File: config.mk
export PLATFORM = sky130hd
export DESIGN_NAME = load_protection_latch
export DESIGN_NICKNAME = d
export VERILOG_FILES = /design/src/rtl/load_prot_pkg.sv /design/src/rtl/trip_timer_if.sv /design/src/rtl/trip_delay_timer.sv /design/src/rtl/load_protection_latch.sv
export SDC_FILE = /design/constraint.sdc
export NUM_CORES = 1
export LEC_CHECK = 0
export BUFFER_PORTS_ARGS = -buffer_cell sky130_fd_sc_hd__buf_2
export CORE_ASPECT_RATIO = 1.75
export CORE_MARGIN = 2
export CORE_UTILIZATION = 59
export DETAILED_ROUTE_END_ITERATION = 6
export PLACE_DENSITY_LB_ADDON = 0.12
export SYNTH_ARGS = -nofsm -noshare
export SYNTH_HDL_FRONTEND = slang
export SYNTH_HIERARCHICAL = 1
export SYNTH_SLANG_ARGS = --single-unit
export TNS_END_PERCENT = 1
File: constraint.sdc
create_clock -name clk_in -period 4.8 [get_ports clk_in]
set_clock_uncertainty 0.05 [all_clocks]
set_input_delay 1.2 -clock clk_in [delete_from_list [all_inputs] [get_ports clk_in]]
set_output_delay 1.2 -clock clk_in [all_outputs]
set_load 0.01 [all_outputs]
File: src/rtl/load_prot_pkg.sv
// shared constants and types for the load protection latch
package load_prot_pkg;

    // ----------------------------------------------------------------
    // widths
    // ----------------------------------------------------------------
    localparam int VALUE_W = 16;
    localparam int DELAY_W = 16;
    localparam int TEMP_W = 8;
    localparam int GRID_N = 5;
    localparam int TRIP_N = 2;

    // ----------------------------------------------------------------
    // timing
    // ----------------------------------------------------------------
    localparam int unsigned CLK_PERIOD_NS = 40;
    localparam int unsigned MS_TIME_NS = 1_000_000;
    localparam int unsigned TICK_CYCLES_DEF = MS_TIME_NS / CLK_PERIOD_NS;
    localparam int unsigned NS_PER_S = 1_000_000_000;
    localparam int unsigned SELFTEST_TIME_S = 5;
    localparam int unsigned SELFTEST_CYCLES_DEF = SELFTEST_TIME_S * (NS_PER_S / CLK_PERIOD_NS);

    // ----------------------------------------------------------------
    // thresholds, indexes and reset values
    // ----------------------------------------------------------------
    localparam logic [TEMP_W-1:0] TEMP_TRIP_C = 8'h50;
    localparam logic [TEMP_W-1:0] TEMP_RESUME_C = 8'h4B;
    localparam int GRID_VOLT_HIGH_BIT = 0;
    localparam int GRID_VOLT_LOW_BIT = 1;
    localparam int GRID_FREQ_HIGH_BIT = 2;
    localparam int GRID_FREQ_LOW_BIT = 3;
    localparam int GRID_CURRENT_HIGH_BIT = 4;
    localparam int TRIP_CURRENT_IDX = 0;
    localparam int TRIP_POWER_IDX = 1;
    localparam logic FLAG_RST = 1'b0;
    localparam logic [VALUE_W-1:0] VALUE_RST = 16'h0000;

    // ----------------------------------------------------------------
    // types
    // ----------------------------------------------------------------
    typedef enum logic [3:0] {
        FAULT_NONE = 4'h0,
        FAULT_VOLT = 4'h1,
        FAULT_CURR = 4'h2,
        FAULT_POWER = 4'h3,
        FAULT_TEMP = 4'h4,
        FAULT_GRID_VOLT_HIGH = 4'h5,
        FAULT_GRID_VOLT_LOW = 4'h6,
        FAULT_GRID_FREQ_HIGH = 4'h7,
        FAULT_GRID_FREQ_LOW = 4'h8,
        FAULT_GRID_CURR = 4'h9
    } fault_code_t;

    typedef enum logic [1:0] {
        ST_SELFTEST = 2'b01,
        ST_READY = 2'b10
    } test_state_t;

endpackage

File: src/rtl/trip_timer_if.sv
// link between the supervisor and one delayed trip timer
`timescale 1ns/1ns
interface trip_timer_if #(
    parameter int VALUE_W = 16,
    parameter int DELAY_W = 16
);
    logic enable;
    logic tick;
    logic [VALUE_W-1:0] value;
    logic [VALUE_W-1:0] set_point;
    logic [DELAY_W-1:0] delay_ms;
    logic trip;

    modport owner (output enable, output tick, output value, output set_point, output delay_ms, input trip);
    modport timer (input enable, input tick, input value, input set_point, input delay_ms, output trip);
endinterface

File: src/rtl/trip_delay_timer.sv
// delayed trip timer for one measured quantity
`timescale 1ns/1ns
module trip_delay_timer
    import load_prot_pkg::*;
(
    input wire logic clk_in,
    input wire logic reset_n_in,
    trip_timer_if.timer tif
);
    localparam int DW = $bits(tif.delay_ms);

    logic [DW-1:0] elapsed_r;
    logic trip_r;
    logic over;

    assign over = tif.enable && (tif.value > tif.set_point);
    assign tif.trip = trip_r;

    // ----------------------------------------------------------------
    // elapsed milliseconds above the set point
    // ----------------------------------------------------------------
    always_ff @(posedge clk_in or negedge reset_n_in)
    begin
        if (!reset_n_in)
            elapsed_r <= '0;
        else if (!over)
            elapsed_r <= '0;
        else if (tif.tick && (elapsed_r != '1))
            elapsed_r <= elapsed_r + 1'b1;
    end

    // ----------------------------------------------------------------
    // trip pulse once the delay is exceeded
    // ----------------------------------------------------------------
    always_ff @(posedge clk_in or negedge reset_n_in)
    begin
        if (!reset_n_in)
            trip_r <= FLAG_RST;
        else
            trip_r <= over && tif.tick && (elapsed_r >= tif.delay_ms);
    end

    a_restart_below: assert property (@(posedge clk_in) disable iff (!reset_n_in)
        !over |=> (elapsed_r == '0))
        else $error("delay timer did not restart below set point");

    a_trip_needs_over: assert property (@(posedge clk_in) disable iff (!reset_n_in)
        trip_r |-> $past(over) && $past(tif.tick) && ($past(elapsed_r) >= $past(tif.delay_ms)))
        else $error("trip without value above set point for the delay");
endmodule // trip_delay_timer

File: src/rtl/load_protection_latch.sv
// protection supervisor that trips and latches the load faults
// How it works
// an overvoltage detection turns the load off at once, sounds the buzzer and latches both voltage flags.
// Esc or the clear command removes the overvoltage indication and state.
// with overcurrent protection on, current above its set point past the delay trips off and latches flags.
// Esc or the clear command removes the overcurrent indication and state.
// the hardware power limit clamps the power command and never touches the on/off state.
// power above its set point past the delay trips off and latches the power and summary flags.
// Esc or the clear command removes the overpower indication and state.
// temperature above 80 degrees trips off and latches the temperature and summary flags.
// once temperature is back at 75 degrees the load goes to standby with the flag still latched; the code lets a load-on request switch it back on.
// Esc or the clear command removes the overtemperature indication and state.
// a grid voltage, current or frequency out of range turns the load off, sounds the buzzer and latches.
// each grid fault kind has its own fault code.
// during the first five seconds of self-test the load stays in standby and grid clears are ignored.
// a clear while a grid fault is still present restarts the self-test.
// grid faults other than overcurrent clear on Esc or the clear command once the grid has recovered.
// grid overcurrent ignores Esc and the clear command and is released only by reset.
// each delay timer restarts from zero whenever its value falls back to its set point.
`timescale 1ns/1ns
module load_protection_latch
    import load_prot_pkg::*;
#(
    parameter int unsigned TICK_CYCLES = TICK_CYCLES_DEF,
    parameter int unsigned SELFTEST_CYCLES = SELFTEST_CYCLES_DEF
)
(
    input wire logic clk_in,
    input wire logic reset_n_in,
    input wire logic load_on_req_in,
    input wire logic load_off_req_in,
    input wire logic esc_key_in,
    input wire logic clear_cmd_in,
    input wire logic over_voltage_detect_in,
    input wire logic over_current_enable_in,
    input wire logic [VALUE_W-1:0] current_in,
    input wire logic [VALUE_W-1:0] current_set_in,
    input wire logic [DELAY_W-1:0] current_delay_ms_in,
    input wire logic [VALUE_W-1:0] power_in,
    input wire logic [VALUE_W-1:0] power_set_in,
    input wire logic [DELAY_W-1:0] power_delay_ms_in,
    input wire logic hw_power_limit_enable_in,
    input wire logic [VALUE_W-1:0] hw_power_limit_in,
    input wire logic [VALUE_W-1:0] power_demand_in,
    input wire logic [TEMP_W-1:0] temperature_in,
    input wire logic grid_volt_high_in,
    input wire logic grid_volt_low_in,
    input wire logic grid_freq_high_in,
    input wire logic grid_freq_low_in,
    input wire logic grid_current_high_in,
    output logic load_on_out,
    output logic buzzer_out,
    output logic standby_out,
    output logic [VALUE_W-1:0] power_cmd_out,
    output logic overvoltage_flag_out,
    output logic voltage_fault_flag_out,
    output logic overcurrent_flag_out,
    output logic overpower_flag_out,
    output logic overtemperature_flag_out,
    output logic protection_summary_flag_out,
    output logic [GRID_N-1:0] grid_fault_flags_out,
    output fault_code_t fault_code_out
);
    localparam int TICK_W = $clog2(TICK_CYCLES + 1);
    localparam int TEST_W = $clog2(SELFTEST_CYCLES + 1);
    localparam logic [TICK_W-1:0] TICK_LAST = TICK_W'(TICK_CYCLES - 1);
    localparam logic [TEST_W-1:0] TEST_LAST = TEST_W'(SELFTEST_CYCLES - 1);

    generate
        if (TICK_CYCLES < 1 || SELFTEST_CYCLES < 1)
        begin : g_bad_param
            $error("tick and self-test counts must be at least one cycle");
        end
    endgenerate

    // ----------------------------------------------------------------
    // state
    // ----------------------------------------------------------------
    test_state_t state_r;
    logic [TEST_W-1:0] test_cnt_r;
    logic [TICK_W-1:0] tick_cnt_r;
    logic tick_r;
    logic load_on_r;
    logic buzzer_r;
    logic standby_r;
    logic [VALUE_W-1:0] power_cmd_r;
    logic ov_flag_r;
    logic vf_flag_r;
    logic oc_flag_r;
    logic op_flag_r;
    logic ot_flag_r;
    logic ps_flag_r;
    logic hot_active_r;
    logic [GRID_N-1:0] grid_latch_r;
    fault_code_t fault_code_r;

    // ----------------------------------------------------------------
    // combined events
    // ----------------------------------------------------------------
    logic clear_req;
    logic grid_clear_ok;
    logic [GRID_N-1:0] grid_raw;
    logic grid_raw_any;
    logic temp_hot;
    logic temp_cool;
    logic [TRIP_N-1:0] trip;
    logic trip_now;
    logic blocked;
    logic in_selftest;

    assign clear_req = esc_key_in || clear_cmd_in;
    assign in_selftest = (state_r == ST_SELFTEST);
    assign grid_clear_ok = clear_req && !in_selftest;
    assign grid_raw[GRID_VOLT_HIGH_BIT] = grid_volt_high_in;
    assign grid_raw[GRID_VOLT_LOW_BIT] = grid_volt_low_in;
    assign grid_raw[GRID_FREQ_HIGH_BIT] = grid_freq_high_in;
    assign grid_raw[GRID_FREQ_LOW_BIT] = grid_freq_low_in;
    assign grid_raw[GRID_CURRENT_HIGH_BIT] = grid_current_high_in;
    assign grid_raw_any = |grid_raw;
    assign temp_hot = temperature_in > TEMP_TRIP_C;
    assign temp_cool = temperature_in <= TEMP_RESUME_C;
    assign trip_now = over_voltage_detect_in || (|trip) || temp_hot || grid_raw_any;
    assign blocked = in_selftest || hot_active_r || ov_flag_r || oc_flag_r || op_flag_r || (|grid_latch_r);

    // ----------------------------------------------------------------
    // millisecond tick
    // ----------------------------------------------------------------
    always_ff @(posedge clk_in or negedge reset_n_in)
    begin
        if (!reset_n_in)
        begin
            tick_cnt_r <= '0;
            tick_r <= 1'b0;
        end
        else if (tick_cnt_r == TICK_LAST)
        begin
            tick_cnt_r <= '0;
            tick_r <= 1'b1;
        end
        else
        begin
            tick_cnt_r <= tick_cnt_r + 1'b1;
            tick_r <= 1'b0;
        end
    end

    // ----------------------------------------------------------------
    // delayed trip timers for current and power
    // ----------------------------------------------------------------
    trip_timer_if #(.VALUE_W(VALUE_W), .DELAY_W(DELAY_W)) tif [TRIP_N] ();

    logic [VALUE_W-1:0] meas_a [TRIP_N];
    logic [VALUE_W-1:0] set_a [TRIP_N];
    logic [DELAY_W-1:0] delay_a [TRIP_N];
    logic en_a [TRIP_N];

    assign meas_a[TRIP_CURRENT_IDX] = current_in;
    assign set_a[TRIP_CURRENT_IDX] = current_set_in;
    assign delay_a[TRIP_CURRENT_IDX] = current_delay_ms_in;
    assign en_a[TRIP_CURRENT_IDX] = over_current_enable_in;
    assign meas_a[TRIP_POWER_IDX] = power_in;
    assign set_a[TRIP_POWER_IDX] = power_set_in;
    assign delay_a[TRIP_POWER_IDX] = power_delay_ms_in;
    assign en_a[TRIP_POWER_IDX] = 1'b1;

    generate
        for (genvar i = 0; i < TRIP_N; i++)
        begin : g_trip
            assign tif[i].enable = en_a[i];
            assign tif[i].tick = tick_r;
            assign tif[i].value = meas_a[i];
            assign tif[i].set_point = set_a[i];
            assign tif[i].delay_ms = delay_a[i];
            assign trip[i] = tif[i].trip;
            trip_delay_timer u_timer (
                .clk_in(clk_in),
                .reset_n_in(reset_n_in),
                .tif(tif[i])
            );
        end
    endgenerate

    // ----------------------------------------------------------------
    // self-test sequencer
    // ----------------------------------------------------------------
    always_ff @(posedge clk_in or negedge reset_n_in)
    begin
        if (!reset_n_in)
        begin
            state_r <= ST_SELFTEST;
            test_cnt_r <= '0;
        end
        else
        begin
            unique case (state_r)
                ST_SELFTEST:
                begin
                    if (test_cnt_r == TEST_LAST)
                    begin
                        state_r <= ST_READY;
                        test_cnt_r <= '0;
                    end
                    else
                        test_cnt_r <= test_cnt_r + 1'b1;
                end
                ST_READY:
                begin
                    if (clear_req && grid_raw_any)
                    begin
                        state_r <= ST_SELFTEST;
                        test_cnt_r <= '0;
                    end
                end
            endcase
        end
    end

    // ----------------------------------------------------------------
    // load on/off switch
    // ----------------------------------------------------------------
    always_ff @(posedge clk_in or negedge reset_n_in)
    begin
        if (!reset_n_in)
            load_on_r <= 1'b0;
        else if (trip_now || load_off_req_in || blocked)
            load_on_r <= 1'b0;
        else if (load_on_req_in)
            load_on_r <= 1'b1;
    end

    // ----------------------------------------------------------------
    // voltage, current and power flags
    // ----------------------------------------------------------------
    always_ff @(posedge clk_in or negedge reset_n_in)
    begin
        if (!reset_n_in)
        begin
            ov_flag_r <= FLAG_RST;
            vf_flag_r <= FLAG_RST;
        end
        else if (over_voltage_detect_in)
        begin
            ov_flag_r <= 1'b1;
            vf_flag_r <= 1'b1;
        end
        else if (clear_req)
        begin
            ov_flag_r <= 1'b0;
            vf_flag_r <= 1'b0;
        end
    end

    always_ff @(posedge clk_in or negedge reset_n_in)
    begin
        if (!reset_n_in)
            oc_flag_r <= FLAG_RST;
        else if (trip[TRIP_CURRENT_IDX])
            oc_flag_r <= 1'b1;
        else if (clear_req)
            oc_flag_r <= 1'b0;
    end

    always_ff @(posedge clk_in or negedge reset_n_in)
    begin
        if (!reset_n_in)
            op_flag_r <= FLAG_RST;
        else if (trip[TRIP_POWER_IDX])
            op_flag_r <= 1'b1;
        else if (clear_req)
            op_flag_r <= 1'b0;
    end

    always_ff @(posedge clk_in or negedge reset_n_in)
    begin
        if (!reset_n_in)
            ps_flag_r <= FLAG_RST;
        else if ((|trip) || temp_hot)
            ps_flag_r <= 1'b1;
        else if (clear_req)
            ps_flag_r <= 1'b0;
    end

    // ----------------------------------------------------------------
    // temperature protection
    // ----------------------------------------------------------------
    always_ff @(posedge clk_in or negedge reset_n_in)
    begin
        if (!reset_n_in)
            hot_active_r <= 1'b0;
        else if (temp_hot)
            hot_active_r <= 1'b1;
        else if (temp_cool)
            hot_active_r <= 1'b0;
    end

    always_ff @(posedge clk_in or negedge reset_n_in)
    begin
        if (!reset_n_in)
            ot_flag_r <= FLAG_RST;
        else if (temp_hot)
            ot_flag_r <= 1'b1;
        else if (clear_req)
            ot_flag_r <= 1'b0;
    end

    // ----------------------------------------------------------------
    // grid fault latches
    // ----------------------------------------------------------------
    generate
        for (genvar g = 0; g < GRID_N; g++)
        begin : g_grid
            always_ff @(posedge clk_in or negedge reset_n_in)
            begin
                if (!reset_n_in)
                    grid_latch_r[g] <= FLAG_RST;
                else if (grid_raw[g])
                    grid_latch_r[g] <= 1'b1;
                else if (grid_clear_ok && !grid_raw_any && (g != GRID_CURRENT_HIGH_BIT))
                    grid_latch_r[g] <= 1'b0;
            end
        end
    endgenerate

    // ----------------------------------------------------------------
    // buzzer, standby, power clamp and fault code
    // ----------------------------------------------------------------
    always_ff @(posedge clk_in or negedge reset_n_in)
    begin
        if (!reset_n_in)
        begin
            buzzer_r <= 1'b0;
            standby_r <= 1'b1;
            power_cmd_r <= VALUE_RST;
        end
        else
        begin
            buzzer_r <= over_voltage_detect_in || ov_flag_r || grid_raw_any || (|grid_latch_r);
            standby_r <= in_selftest || !load_on_r;
            if (hw_power_limit_enable_in && (power_demand_in > hw_power_limit_in))
                power_cmd_r <= hw_power_limit_in;
            else
                power_cmd_r <= power_demand_in;
        end
    end

    always_ff @(posedge clk_in or negedge reset_n_in)
    begin
        if (!reset_n_in)
            fault_code_r <= FAULT_NONE;
        else if (grid_latch_r[GRID_CURRENT_HIGH_BIT])
            fault_code_r <= FAULT_GRID_CURR;
        else if (grid_latch_r[GRID_VOLT_HIGH_BIT])
            fault_code_r <= FAULT_GRID_VOLT_HIGH;
        else if (grid_latch_r[GRID_VOLT_LOW_BIT])
            fault_code_r <= FAULT_GRID_VOLT_LOW;
        else if (grid_latch_r[GRID_FREQ_HIGH_BIT])
            fault_code_r <= FAULT_GRID_FREQ_HIGH;
        else if (grid_latch_r[GRID_FREQ_LOW_BIT])
            fault_code_r <= FAULT_GRID_FREQ_LOW;
        else if (ov_flag_r)
            fault_code_r <= FAULT_VOLT;
        else if (ot_flag_r)
            fault_code_r <= FAULT_TEMP;
        else if (oc_flag_r)
            fault_code_r <= FAULT_CURR;
        else if (op_flag_r)
            fault_code_r <= FAULT_POWER;
        else
            fault_code_r <= FAULT_NONE;
    end

    assign load_on_out = load_on_r;
    assign buzzer_out = buzzer_r;
    assign standby_out = standby_r;
    assign power_cmd_out = power_cmd_r;
    assign overvoltage_flag_out = ov_flag_r;
    assign voltage_fault_flag_out = vf_flag_r;
    assign overcurrent_flag_out = oc_flag_r;
    assign overpower_flag_out = op_flag_r;
    assign overtemperature_flag_out = ot_flag_r;
    assign protection_summary_flag_out = ps_flag_r;
    assign grid_fault_flags_out = grid_latch_r;
    assign fault_code_out = fault_code_r;

    // ----------------------------------------------------------------
    // checks
    // ----------------------------------------------------------------
    a_volt_trip_off: assert property (@(posedge clk_in) disable iff (!reset_n_in)
        over_voltage_detect_in |=> !load_on_r && ov_flag_r && vf_flag_r ##1 buzzer_r)
        else $error("overvoltage did not switch off and latch");

    a_volt_clear: assert property (@(posedge clk_in) disable iff (!reset_n_in)
        ov_flag_r && clear_req && !over_voltage_detect_in |=> !ov_flag_r && !vf_flag_r)
        else $error("overvoltage flags not cleared");

    a_curr_trip: assert property (@(posedge clk_in) disable iff (!reset_n_in)
        trip[TRIP_CURRENT_IDX] |=> !load_on_r && oc_flag_r && ps_flag_r ##1 fault_code_r != FAULT_NONE)
        else $error("current trip did not latch");

    a_power_clamp: assert property (@(posedge clk_in) disable iff (!reset_n_in)
        hw_power_limit_enable_in |=> power_cmd_r <= $past(hw_power_limit_in))
        else $error("power command above hardware limit");

    a_temp_resume: assert property (@(posedge clk_in) disable iff (!reset_n_in)
        hot_active_r && temp_cool && ot_flag_r && !clear_req |=> !hot_active_r && ot_flag_r)
        else $error("temperature resume wrong");

    a_grid_hold_test: assert property (@(posedge clk_in) disable iff (!reset_n_in)
        in_selftest && (|grid_latch_r) |=> (|grid_latch_r))
        else $error("grid fault cleared during self-test");

    a_grid_retest: assert property (@(posedge clk_in) disable iff (!reset_n_in)
        !in_selftest && clear_req && grid_raw_any |=> in_selftest && test_cnt_r == '0)
        else $error("self-test not restarted");

    a_grid_curr_keep: assert property (@(posedge clk_in) disable iff (!reset_n_in)
        grid_latch_r[GRID_CURRENT_HIGH_BIT] |=> grid_latch_r[GRID_CURRENT_HIGH_BIT] ##1 !load_on_r)
        else $error("grid overcurrent released without reset");

    a_grid_clear: assert property (@(posedge clk_in) disable iff (!reset_n_in)
        grid_latch_r[GRID_VOLT_LOW_BIT] && grid_clear_ok && !grid_raw_any |=> !grid_latch_r[GRID_VOLT_LOW_BIT])
        else $error("recovered grid fault not cleared");
endmodule // load_protection_latch

Word-level counts from Yosys, hierarchy flattened
Index checks and enable logic that the tools add are counted.
{"block": "word_totals", "ff_bits": 113, "inputBits": 150, "output_inout_bits": 34, "word_cells": 127}
{"block": "op_classes", "add_sub_neg": 4, "magnitude_cmp": 7, "n_eq_ne": 10, "mux": 37, "n_reduce_logical": 45}
{"cell": "16-bit 2-to-1 mux", "count": 5}
{"cell": "27-bit 2-to-1 mux", "count": 2}
{"cell": "27-bit case mux with 2 select lines", "count": 1}
{"cell": "16-bit > comparator", "count": 3}
{"cell": "16-bit by 1-bit adder with 16-bit output, second input constant", "count": 2}
{"cell": "16-bit greater-or-equal comparator", "count": 2}
{"cell": "16-bit inequality test, second input constant", "count": 2}
{"cell": "27-bit by 1-bit adder with 27-bit output, second input constant", "count": 1}
{"cell": "27-bit equality test, second input constant", "count": 1}
{"cell": "2-bit nonzero test", "count": 11}
{"cell": "4-bit 2-to-1 mux", "count": 5}
{"cell": "1-bit logical OR", "count": 16}
{"cell": "1-bit 2-to-1 mux", "count": 16}
{"cell": "15-bit by 1-bit adder with 15-bit output, second input constant", "count": 1}
{"cell": "15-bit equality test, second input constant", "count": 1}
{"cell": "15-bit 2-to-1 mux", "count": 1}
{"cell": "1-bit logical AND", "count": 11}
{"cell": "5-bit OR reduction", "count": 2}
{"cell": "8-bit by 7-bit > comparator with 1-bit output, second input constant", "count": 1}
{"cell": "8-bit by 7-bit less-or-equal comparator with 1-bit output, second input constant", "count": 1}
{"cell": "2-bit 2-to-1 mux", "count": 4}
{"cell": "3-bit 2-to-1 mux", "count": 2}
{"cell": "2-bit inequality test, second input constant", "count": 3}
{"cell": "2-bit case mux with 2 select lines", "count": 1}
{"cell": "6 further kinds", "count": 8}

Logic depth before layout (Yosys ltp)
{"block": "logic_depth", "depth_word": 9, "ltp_mapped": 8, "mapped_depth_nobuf": 7}

Cells and area by module
The synthesis kept the hierarchy.
{"module": "load_protection_latch", "instances": 1, "cells_per_inst": 412, "area_per_inst_um2": 4043.9, "seq_area_each_um2": 1979.4}
{"module": "trip_delay_timer", "instances": 2, "cells_per_inst": 203, "area_per_inst_um2": 1659.1, "seq_area_each_um2": 425.4}

Least setup slack after synthesis
Ideal clock, no wire load.
{"block": "synth_timing", "path_kind": "input -> register", "from": "input port hw_power_limit_in[15]", "to": "register power_cmd_r[10], in the netlist power_cmd_out[10]", "setup_ps": 125, "t_arrival_ps": 3006, "t_required_ps": 4625, "setup_slack_ps": 1619, "path_stages": 7, "n_path_buf": 1, "cell_sequence": "inv_1 -> ha_1 -> nand4_1 -> a2111o_1 -> a31oi_2 -> buf_4 -> mux2_2"}
{"block": "synth_between", "elab_chain_cells": 3}
{"element": "from (decl)", "line_no": "load_protection_latch.sv:43", "source": "input wire logic [VALUE_W-1:0] hw_power_limit_in,"}
{"element": "16-bit > comparator", "line_no": "load_protection_latch.sv:339", "source": "if (hw_power_limit_enable_in && (power_demand_in > hw_power_limit_in))"}
{"element": "1-bit logical AND", "line_no": "load_protection_latch.sv:339"}
{"element": "16-bit 2-to-1 mux", "line_no": "load_protection_latch.sv:339"}
{"element": "to (signal assigned)", "line_no": "load_protection_latch.sv:340", "source": "power_cmd_r <= hw_power_limit_in;"}
{"element": "to (signal assigned)", "line_no": "load_protection_latch.sv:342", "source": "power_cmd_r <= power_demand_in;"}
{"element": "to (decl)", "line_no": "load_protection_latch.sv:86", "source": "logic [VALUE_W-1:0] power_cmd_r;"}
Every way passes these cells.
A chain may end at the register's enable or synchronous reset.

Worst setup path after layout
{"block": "layout_timing", "from": "input port hw_power_limit_in[15]", "to": "register power_cmd_r[12], in the netlist power_cmd_out[12]"}
Same word-level chain as after synthesis.

==> results.yml <==
status:
  status: "complete, no violations"
setup_path:
  crit_fanout: 10
  start_kind: "input port"
  slowest_delay_ps: 450
  end_kind: "register"
  critPathBufInv: 3
  r2r_slack_ps: 2400
  cpLargestDelayFamily: "compound AO/OA/AOI/OAI gates"
  cp.required_ps: 5050
  r2r-end: "test_cnt_r[19]$_DFFE_PN0P_"
  crit_chain: "buf_2 -> inv_1 -> ha_1 -> nand4_1 -> a2111o_1 -> a31oi_2 -> buf_4 -> mux2_2"
  r2r-start: "test_cnt_r[18]$_DFFE_PN0P_"
  rr_worst_depth: 6
  slowest_stage: "a2111o_1"
  crit_arrival_ps: 3320
  critPathKind: "input port to register"
power_and_ir_drop:
  peakVddDrop_mv: 0.237
  seq_power_share_pct: 36.8
  cell_internal_pwr_mw: 2.20
  clkPwrFrac_pct: 45.4
  p_per_area_nw_per_um2: 340
  switching_power_uw: 896
  fin_total_pwr_mw: 3.10
  pwr-share-comb_pct: 17.8
  swShare_pct: 28.9
  leakagePower_nw: 4.49
synth:
  yosysWarnings: 6
  synthCells: 818
  synth_ff_type: "dfrtp_1"
  synth_top_area_share_pct: 37.7
  syn_area_um2: 7360
  seq_area_frac_synth_pct: 38.4
  ys_ff_latch: 113
  synth_area_leaders: "dfrtp_1 (38%), ha_1 (14%), inv_1 (4.9%)"
  synth_top_cell_by_area: "dfrtp_1"
  ys_types: 60
  syn_avg_cell_area_um2: 9.00
  async_reset_ff_share_pct: 100
  synth_edf_count: 0
  synth_nets: 1052
sta:
  setup_tns_ps: 0
  whs_ps: 377
  finalCriticalPeriod_ps: 3080
  rsz0062_at_grt: "false"
  worst_pin_slew_ps: 900
  layout_setup_ws_ps: 1720
  final.period_utilization_pct: 64.1
  fmax_ghz: 0.325
  final_hold_viol_count: 0
  final-setup-viol-count: 0
  maxSlewHeadroom_pct: 39.4
  drv_slew: 0
detailed_routing:
  vias_per_cell: 5.63
  num_vias: 6710
  wl_mm: 17.2
  drcViolationCount: 0
  drt-pass1-iter-count: 4
  drt_iter0_markers: 265
  final_antenna_net_count: 0
  wl_per_cell_um: 14.4
layout:
  fillers: 972
  syn_to_final_growth_pct: 24.0
  num_antenna_cells: 0
  post-route-util_pct: 74.2
  instances_no_fill: 1191
  final_nets: 1244
  layout-drive-gt1-share_pct: 25.0
  fin_area_um2: 9130
hold_path:
  holdPathEnd: "standby_out$_DFF_PN1_"
  holdCritPathClass: "register to register"
  min_from: "load_on_out$_DFFE_PN0P_"
  holdPathStages: 1
clock_network:
  cts_root_buf: "clkbuf_16"
  worstSkewPairLatency_ps: 420
  cts_max_path_buffers: 2
  tritoncts: "yes"
  post_cts_buffers: 0
  postCtsHoldBufs: 0
  cts.sinks: 113
  ctsHtreeMaxLevel: 4
  cts.reportedPaths.clkPinSlew_ps: 60
  post_cts_resized: 0
  cts_buffers: 17
floorplanning:
  row_count: 54
  initial_utilization_pct: 59.9
  top_level_ports: 184
  dieArea_um2: 13400
  fp.dieH_um: 152
  die_w_um: 88.4
  core_um2: 12300
grt:
  grt_pass1_vias: 6817
  antenna_found_initial: 0
  grt_usage_pct: 26.7
  grt-ovfl-total: 0
  grt_pass1_wl_mm: 28.5
  grt_max_degree: 58
placement:
  dpl.cell_count: 1159
  dp_slack_ps: 1300
  portBuffers: 183
  dp_hpwl_mm: 13.0
  placed_cell_area_um2: 8470
  routabilityCongestion: 0.856
job:
  maxCapViolations: 0
## cell usage after synthesis (14+ instances only)
| master | instances |
|---|---|
| nand4_1 | 30 |
| ha_1 | 84 |
| a21o_1 | 14 |
| a21oi_1 | 65 |
| nor2_1 | 62 |
| xnor2_1 | 20 |
| o21ai_0 | 30 |
| mux2_2 | 17 |
| nor3_1 | 23 |
| dfrtp_1 | 111 |
| nand2_1 | 63 |
| nand3_1 | 38 |
| a31oi_1 | 22 |
| inv_1 | 96 |
## power groups by stage
stage / Sequential (mW) / Combinational (mW) / Clock, mW
global route: 1.16 / 0.626 / 1.46
finish: 1.14 / 0.552 / 1.41
CTS: 1.14 / 0.556 / 1.42
floorplan: 1.13 / 0.388 / 0
detailed placement: 1.15 / 0.548 / 0
global placement: 1.15 / 0.534 / 0
## sequential cells by signal, summed over array words and instances, names as in the netlist, 2 cells and up
signal and count:
g_trip.u_timer/tif.trip 2, power_cmd_out 16, state_r 2, fault_code_out 4
grid_fault_flags_out 5, g_trip.u_timer/elapsed_r 32, tick_cnt_r 15, test_cnt_r 27
## worst max path at each step
stage | startpoint | cells after the start | to
6_report | hw_power_limit_in[15] | 8 | power_cmd_out[12]$_DFF_PN0_
5_1_grt | hw_power_limit_in[15] | 8 | power_cmd_out[12]$_DFF_PN0_
4_1_cts | hw_power_limit_in[15] | 8 | power_cmd_out[12]$_DFF_PN0_
3_5_place_dp | hw_power_limit_in[15] | 8 | power_cmd_out[3]$_DFF_PN0_
3_3_place_gp | hw_power_limit_in[15] | 8 | power_cmd_out[14]$_DFF_PN0_
2_1_floorplan | hw_power_limit_in[15] | 7 | power_cmd_out[10]$_DFF_PN0_
## final cells by class
class / count / area, um^2 / share of cell area [%]
multi-input cells: 592 / 4090 / 44.8
flip-flops and latches: 113 / 2830 / 31.0
repair buffers: 190 / 983 / 10.8
clock buffers: 17 / 425 / 4.66
inverters: 96 / 360 / 3.95
clock inverters: 15 / 230 / 2.52
well taps: 168 / 210 / 2.30
## cell families (layout without fill, tap and decap cells)
logic type      count (synthesis)  in the layout  synth area share, %
xor+xnor                       27             27                 3.21
simple gates                  288            288                 20.2
flops                         113            113                 38.4
mux                            22             22                 3.28
compound gates                170            170                 14.4
buf+inv                       113            318                 6.15
other cells                     1              1               0.0509
fa+ha+maj                      84             84                 14.3
## per-layer routing
metal | global-route usage (%) | up-vias | part of all wire (%) | routed length, um
li1 | - | 3314 | - | -
met1 | 27.2 | 3170 | 37 | 6300
met2 | 50.5 | 187 | 56 | 9670
met3 | 6.39 | 39 | 4.3 | 742
met4 | 10.5 | 0 | 2.9 | 496
met5 | 0 | - | 0 | 0
## cell usage in the layout (no fill, tap or decap), types with 4 or more instances in the layout
master / netlist / layout
a21oi_1: 65 / 65
dfrtp_1: 111 / 111
clkbuf_16: 0 / 17
xnor2_1: 20 / 20
o211ai_1: 5 / 5
inv_1: 96 / 96
mux2_2: 17 / 17
nor3_1: 23 / 23
o21ai_0: 30 / 30
nor2_1: 62 / 62
inv_6: 0 / 4
bufinv_16: 0 / 5
a31oi_1: 22 / 22
ha_1: 84 / 84
and3_1: 11 / 11
nand4_1: 30 / 30
nor4_1: 11 / 11
buf_4: 2 / 7
nand2_1: 63 / 63
buf_2: 5 / 182
a21o_1: 14 / 14
nand2b_1: 10 / 10
nor2b_1: 7 / 7
or3_1: 8 / 8
xor2_1: 7 / 7
nand3_1: 38 / 38
mux2i_1: 5 / 5
or4_1: 6 / 6
Note: power is estimated with default switching activity, not from simulation.
